### config.mk
export PLATFORM = sky130hd
export DESIGN_NAME = reset_combiner_status
export DESIGN_NICKNAME = d
export VERILOG_FILES = /design/src/verilog/reset_combiner_status.v /design/src/verilog/reset_request_combiner.v /design/src/verilog/reset_source_map.v
export VERILOG_INCLUDE_DIRS = /design/src /design/src/verilog
export SDC_FILE = /design/constraint.sdc
export NUM_CORES = 1
export LEC_CHECK = 0
export BUFFER_PORTS_ARGS = -buffer_cell sky130_fd_sc_hd__buf_4
export CAP_MARGIN = 5
export CORE_ASPECT_RATIO = 1.4
export CORE_MARGIN = 3
export CORE_UTILIZATION = 51
export CTS_CLUSTER_DIAMETER = 60
export CTS_CLUSTER_SIZE = 28
export DETAILED_ROUTE_END_ITERATION = 7
export GPL_ROUTABILITY_DRIVEN = 0
export PLACE_DENSITY_LB_ADDON = 0.2
export SYNTH_ARGS = -nofsm -noshare
export SYNTH_HDL_FRONTEND = slang
export SYNTH_SLANG_ARGS = --single-unit
### constraint.sdc
create_clock -name clk_i -period 5.25 [get_ports clk_i]
set_input_delay 0.7875 -clock clk_i [delete_from_list [all_inputs] [get_ports clk_i]]
set_output_delay 0.7875 -clock clk_i [all_outputs]
set_load 0.01 [all_outputs]
### src/verilog/reset_combiner_defs.vh
// Constants for the reset combiner: register offsets, status bit positions,
// reset values and the request count. Included by every design file.
`ifndef RESET_COMBINER_DEFS_VH
`define RESET_COMBINER_DEFS_VH

// ****************************************************
// Register offsets (byte addresses)
// ****************************************************
`define ADDR_CAUSE_STATUS 4'h0
`define ADDR_CAUSE_MASK 4'h4
`define ADDR_SOURCE_LEVEL 4'h8

// ****************************************************
// Status bit positions
// ****************************************************
`define BIT_POWERON 0
`define BIT_BROWNOUT 1
`define BIT_WATCHDOG 4
`define BIT_INSTR 6
`define BIT_PIN 7
`define BIT_CONFIG 9
`define BIT_ILLEGAL_OP 14
`define BIT_TRAP 15

// ****************************************************
// Values
// ****************************************************
`define STATUS_IMPL_MASK 16'hC2D3
`define STATUS_POR_VALUE 16'h0003
`define MASK_RESET_VALUE 16'h0000
`define NUM_SOURCES 9

`endif

### src/verilog/reset_combiner_status.v
// Reset combiner with cause status register on a classic Wishbone slave.
// Assumes synchronous, active-high requests and a single clock domain.
//
// Functional notes
// RL1: Nine reset requests feed one output
// RL2: Any active request asserts system reset
// RL3: Reset output forces CPU/peripheral registers
// RL4: Each reset sets its matching cause flag
// RL5: Power-on clears flags, sets bits 1:0
// RL6: Software may set or clear implemented bits
// RL7: Writing flags never causes a reset
// RL8: Software clears flags after reading them
// RL9: Trap conflict sets bit 15
// RL10: Illegal opcode or uninit pointer sets bit 14
// RL11: Configuration mismatch sets bit 9
// RL12: Master clear pin sets bit 7
// RL13: Reset instruction sets bit 6
// RL14: Watchdog timeout sets bit 4
// RL15: Hardware set beats simultaneous software write
// RL16: Output held until all sources inactive
`timescale 1ns/1ps
`include "reset_combiner_defs.vh"

module reset_combiner_status (
  // Clock and reset
  input wire clk_i,
  input wire rst_i,
  // Reset requests
  input wire por_req_i,
  input wire master_clear_pin_i,
  input wire instr_reset_req_i,
  input wire watchdog_timeout_i,
  input wire brownout_req_i,
  input wire config_mismatch_i,
  input wire trap_conflict_i,
  input wire illegal_op_i,
  input wire uninit_wreg_reset_i,
  // Wishbone slave
  input wire cyc_i,
  input wire stb_i,
  input wire we_i,
  input wire [3:0] adr_i,
  input wire [3:0] sel_i,
  input wire [31:0] dat_i,
  output reg [31:0] dat_o,
  output reg ack_o,
  // System reset and interrupt
  output wire system_reset_out_o,
  output reg irq_o
);

  // ****************************************************
  // Request combining
  // ****************************************************
  wire [8:0] req;
  wire [15:0] cause;
  wire sys_rst;

  assign req = {uninit_wreg_reset_i, illegal_op_i, trap_conflict_i, config_mismatch_i,
                brownout_req_i, watchdog_timeout_i, instr_reset_req_i,
                master_clear_pin_i, por_req_i}; // RL1

  reset_request_combiner u_comb (
    .clk_i(clk_i),
    .rst_i(rst_i),
    .req_i(req),
    .sys_rst_o(sys_rst)
  );

  reset_source_map u_map (
    .req_i(req),
    .cause_o(cause)
  );

  // Flop output drives the CPU and peripheral reset nets
  assign system_reset_out_o = sys_rst; // RL3 RL16

  // ****************************************************
  // Register file
  // ****************************************************
  reg [15:0] cause_status_reg;
  reg [15:0] cause_status_next;
  reg [15:0] cause_mask_reg;
  reg [15:0] cause_mask_next;
  reg [31:0] rdata;
  wire access;
  wire wr_status;
  wire wr_mask;

  assign access = cyc_i & stb_i & ~ack_o;
  assign wr_status = access & we_i & (adr_i == `ADDR_CAUSE_STATUS);
  assign wr_mask = access & we_i & (adr_i == `ADDR_CAUSE_MASK);

  // Byte-lane merge of a 16-bit register
  function [15:0] merge16;
    input [15:0] old_val;
    input [31:0] wdata;
    input [3:0] sel;
    begin
      merge16[7:0] = sel[0] ? wdata[7:0] : old_val[7:0];
      merge16[15:8] = sel[1] ? wdata[15:8] : old_val[15:8];
    end
  endfunction

  always @* begin
    cause_status_next = cause_status_reg;
    if (wr_status) begin
      // Plain read/write; writes only store, never request a reset
      cause_status_next = merge16(cause_status_reg, dat_i, sel_i) &
                          `STATUS_IMPL_MASK; // RL6 RL7
    end
    // Set after the write so a write never drops a reset cause; power-on below overrides all flags
    cause_status_next = cause_status_next | cause; // RL4 RL9 RL10 RL11 RL12 RL13 RL14 RL15
    if (por_req_i) begin
      cause_status_next = `STATUS_POR_VALUE; // RL5
    end
  end

  always @* begin
    cause_mask_next = cause_mask_reg;
    if (wr_mask) begin
      cause_mask_next = merge16(cause_mask_reg, dat_i, sel_i) & `STATUS_IMPL_MASK;
    end
  end

  always @* begin
    rdata = 32'h00000000;
    case (adr_i)
      `ADDR_CAUSE_STATUS: rdata[15:0] = cause_status_reg;
      `ADDR_CAUSE_MASK: rdata[15:0] = cause_mask_reg;
      `ADDR_SOURCE_LEVEL: rdata[8:0] = req;
      default: rdata = 32'h00000000;
    endcase
  end

  // Status survives every reset but power-on, so rst_i leaves it alone;
  // the power-on request itself initialises it.
  always @(posedge clk_i) begin
    cause_status_reg <= cause_status_next; // RL5
  end

  always @(posedge clk_i) begin
    if (rst_i) begin
      cause_mask_reg <= `MASK_RESET_VALUE;
      ack_o <= 1'b0;
      dat_o <= 32'h00000000;
      irq_o <= 1'b0;
    end else begin
      cause_mask_reg <= cause_mask_next;
      ack_o <= access;
      dat_o <= access ? rdata : 32'h00000000;
      irq_o <= |(cause_status_next & cause_mask_next);
    end
  end

endmodule

### src/verilog/reset_request_combiner.v
// Registers the OR of all reset requests into the system reset level.
// Assumes requests are synchronous to clk_i.
`timescale 1ns/1ps
`include "reset_combiner_defs.vh"

module reset_request_combiner (
  // Clock and reset
  input wire clk_i,
  input wire rst_i,
  // Requests
  input wire [8:0] req_i,
  // Combined reset
  output reg sys_rst_o
);

  always @(posedge clk_i) begin
    if (rst_i) begin
      sys_rst_o <= 1'b1;
    end else begin
      // Held while any source stays active, released one clock after the last
      sys_rst_o <= |req_i; // RL2
    end
  end

endmodule

### src/verilog/reset_source_map.v
// Maps the nine reset requests to the cause-status bit layout.
// Assumes all requests are synchronous to clk_i and active high.
`timescale 1ns/1ps
`include "reset_combiner_defs.vh"

module reset_source_map (
  // Requests: 0 power-on, 1 pin, 2 instr, 3 watchdog, 4 brownout,
  // 5 config, 6 trap, 7 illegal op, 8 uninit wreg
  input wire [8:0] req_i,
  // Cause bits in status layout
  output reg [15:0] cause_o
);

  always @* begin
    cause_o = 16'h0000;
    cause_o[`BIT_POWERON] = req_i[0];
    cause_o[`BIT_PIN] = req_i[1];
    cause_o[`BIT_INSTR] = req_i[2];
    cause_o[`BIT_WATCHDOG] = req_i[3];
    cause_o[`BIT_BROWNOUT] = req_i[4] | req_i[0];
    cause_o[`BIT_CONFIG] = req_i[5];
    cause_o[`BIT_TRAP] = req_i[6];
    cause_o[`BIT_ILLEGAL_OP] = req_i[7] | req_i[8];
  end

endmodule
==> reports/metrics.cfg <==
[finish]
drive_above_1_share = 0.227
n_antenna_cell = 0
fin_nets = 326
area_delta_synth_final_pct = 17.7
most-common-layout-cells = 51 x dfxtp_1, 46 x buf_4, 30 x nor2_1
final_common_cell = dfxtp_1
fin_util = 0.640

[floorplan]
die_x_um = 61.6
io_pins = 89
core_um2 = 4050
dieArea_um2 = 5160
die_y_um = 83.8
initial_core_util = 0.544
num_rows = 27

[timing]
fin_tns_setup_ns = 0
min_period_over_period = 0.512
relSlewSlack = 0.469
worst_pin_slew_ns = 0.794
hold_violations = 0
fmax_ghz = 0.372
fin_skew_ns = 0.00439
grt_setup_unrepaired = no
slew_violations = 0
setup_viol = 0
min_period_ns = 2.69

[global_route]
grt_pass1_wl_mm = 7.98
grt_start_max_net_pins = 28
overflow = 0
grt_use_total = 0.209
grt_pass1_vias = 1689
antenna_found_initial = 0

[placed_design]
io_buffers = 46
hpwl_mm = 3.77

[clock_tree]
cts_hold_buf = 0
post_cts_buffers = 0
clock-sinks = 51
cts_tree = built
cts-resized-gates = 0
cts_max_path_buffers = 2
worstSkewPairLatency_ns = 0.31
cts.reportedPaths.clkPinSlew_ns = 0.09
cts_root_buf = clkbuf_8
numCtsBuffers = 5
htreeDepth = 2

[setup_path]
crit_fanout = 27
critPathKind = in -> reg
start_kind = input pin
crit_path_end_kind = register
required_ns = 5.42
cp_top_family = simple AND/OR/NAND/NOR gates
cp.arrival_ns = 2.86
crit_path_top_delay_cell = nor4b_2
slowest_delay_ns = 0.69
crit_buf_inv = 1
path_cells = buf_4 -> nor4b_2 -> nand3_1 -> mux2_2 -> a21oi_1 -> a41oi_1

[worst_hold_path]
hp-class = reg -> reg

[pwr]
p_leak_nw = 1.09
power_density_nw_per_um2 = 272
irDropWorstVdd_mv = 0.222

[yosys]
ys_types = 36
synth_area_leaders = dfxtp_1 46%, mux2i_1 8.6%, buf_4 5.5%
avgSynthCellArea_um2 = 9.58
seq_area_frac_synth = 0.463
syn_area_um2 = 2200
synth_top_cell_area_share = 0.463
synth_cells = 230
synth_warnings = 0
yosys.area.top_type = dfxtp_1
synth-seq-cells = 51

[route]
wl_per_cell_um = 16.4
viasPerCell = 5.72
postRouteAntennaNets = 0
firstDrtPassIters = 4
post-route-drc-count = 0
drt_iter0_markers = 130
vias = 1806
wirelength_mm = 5.19

[outcome]
status = completed

[run]
max_cap_violations = 0

## power by group
part | switching [W] | leakage [nW] | internal, W
clock network | 0.000127 | 0.0505 | 0.000120
registers | 0.00000209 | 0.413 | 0.000390
logic | 0.0000396 | 0.626 | 0.0000254
## metrics by stage
step                      hold WS [ns]  cells  cell area, um2  setup WS [ns]  total power [W]
after floorplan                  0.452    245            2260           2.92         0.000445
after global placement           0.468    308            2490           2.26         0.000465
after detailed placement         0.468    308            2490           2.26         0.000465
after CTS                        0.494    316            2590           2.59         0.000709
after global routing             0.506    316            2590           2.45         0.000729
final                            0.495    316            2590           2.56         0.000705
## synth_stat cells
cell,count
a32oi_1,2
clkbuf_1,4
nor2b_1,2
a22oi_1,2
inv_1,7
nand4_1,7
buf_1,1
nand2_1,4
nor4_1,2
nor2_1,30
mux2i_1,19
a22o_1,2
buf_6,1
mux2_2,2
a21oi_1,17
a41oi_1,3
o41ai_2,2
conb_1,1
and4b_1,1
nor4_2,1
and2_1,18
a221oi_1,4
nor4b_2,2
a31oi_1,2
o32a_1,1
buf_4,16
o41ai_1,8
nand3_1,4
or3_1,1
a221o_1,1
a211oi_1,1
nand4b_1,1
dfxtp_1,51
nor3_1,5
a31o_2,1
buf_2,4
## metal layers
metal  part of all wire  GRT usage
met2               0.52      0.339
met1               0.39      0.239
met4              0.027      0.104
met3              0.057     0.0604
met5                  0          0
## final cells by class
type	count	area, um2
multi-input combinational	161	1040
inverter	7	26.3
clock buffer	7	96.3
timing repair buffer	46	345
tap	43	53.8
sequential	51	1020
clock inverter	1	7.51
fill	370	1460
## cells by family (layout without fill, tap and decap cells)
family / after synthesis / after routing / synth area share
and+or+nand+nor: 78 / 78 / 0.191
AOI/OAI and AO/OA: 46 / 46 / 0.158
DFF: 51 / 51 / 0.463
buffers and inverters: 33 / 61 / 0.0892
other: 1 / 16 / 0.00170
muxes: 21 / 21 / 0.0965
## worst paths after layout
check / cells after the start / slack (ns) / to / start
setup reg to reg: 5 / 3.04 / irq_o / ack_o
hold reg to reg: 1 / 0.50 / cause_status_reg[10] / cause_status_reg[10]
setup / recovery: 6 / 2.56 / irq_o / adr_i[2]
hold / removal: 1 / 0.50 / cause_status_reg[10] / cause_status_reg[10]
(Power assumes the default switching activity.)
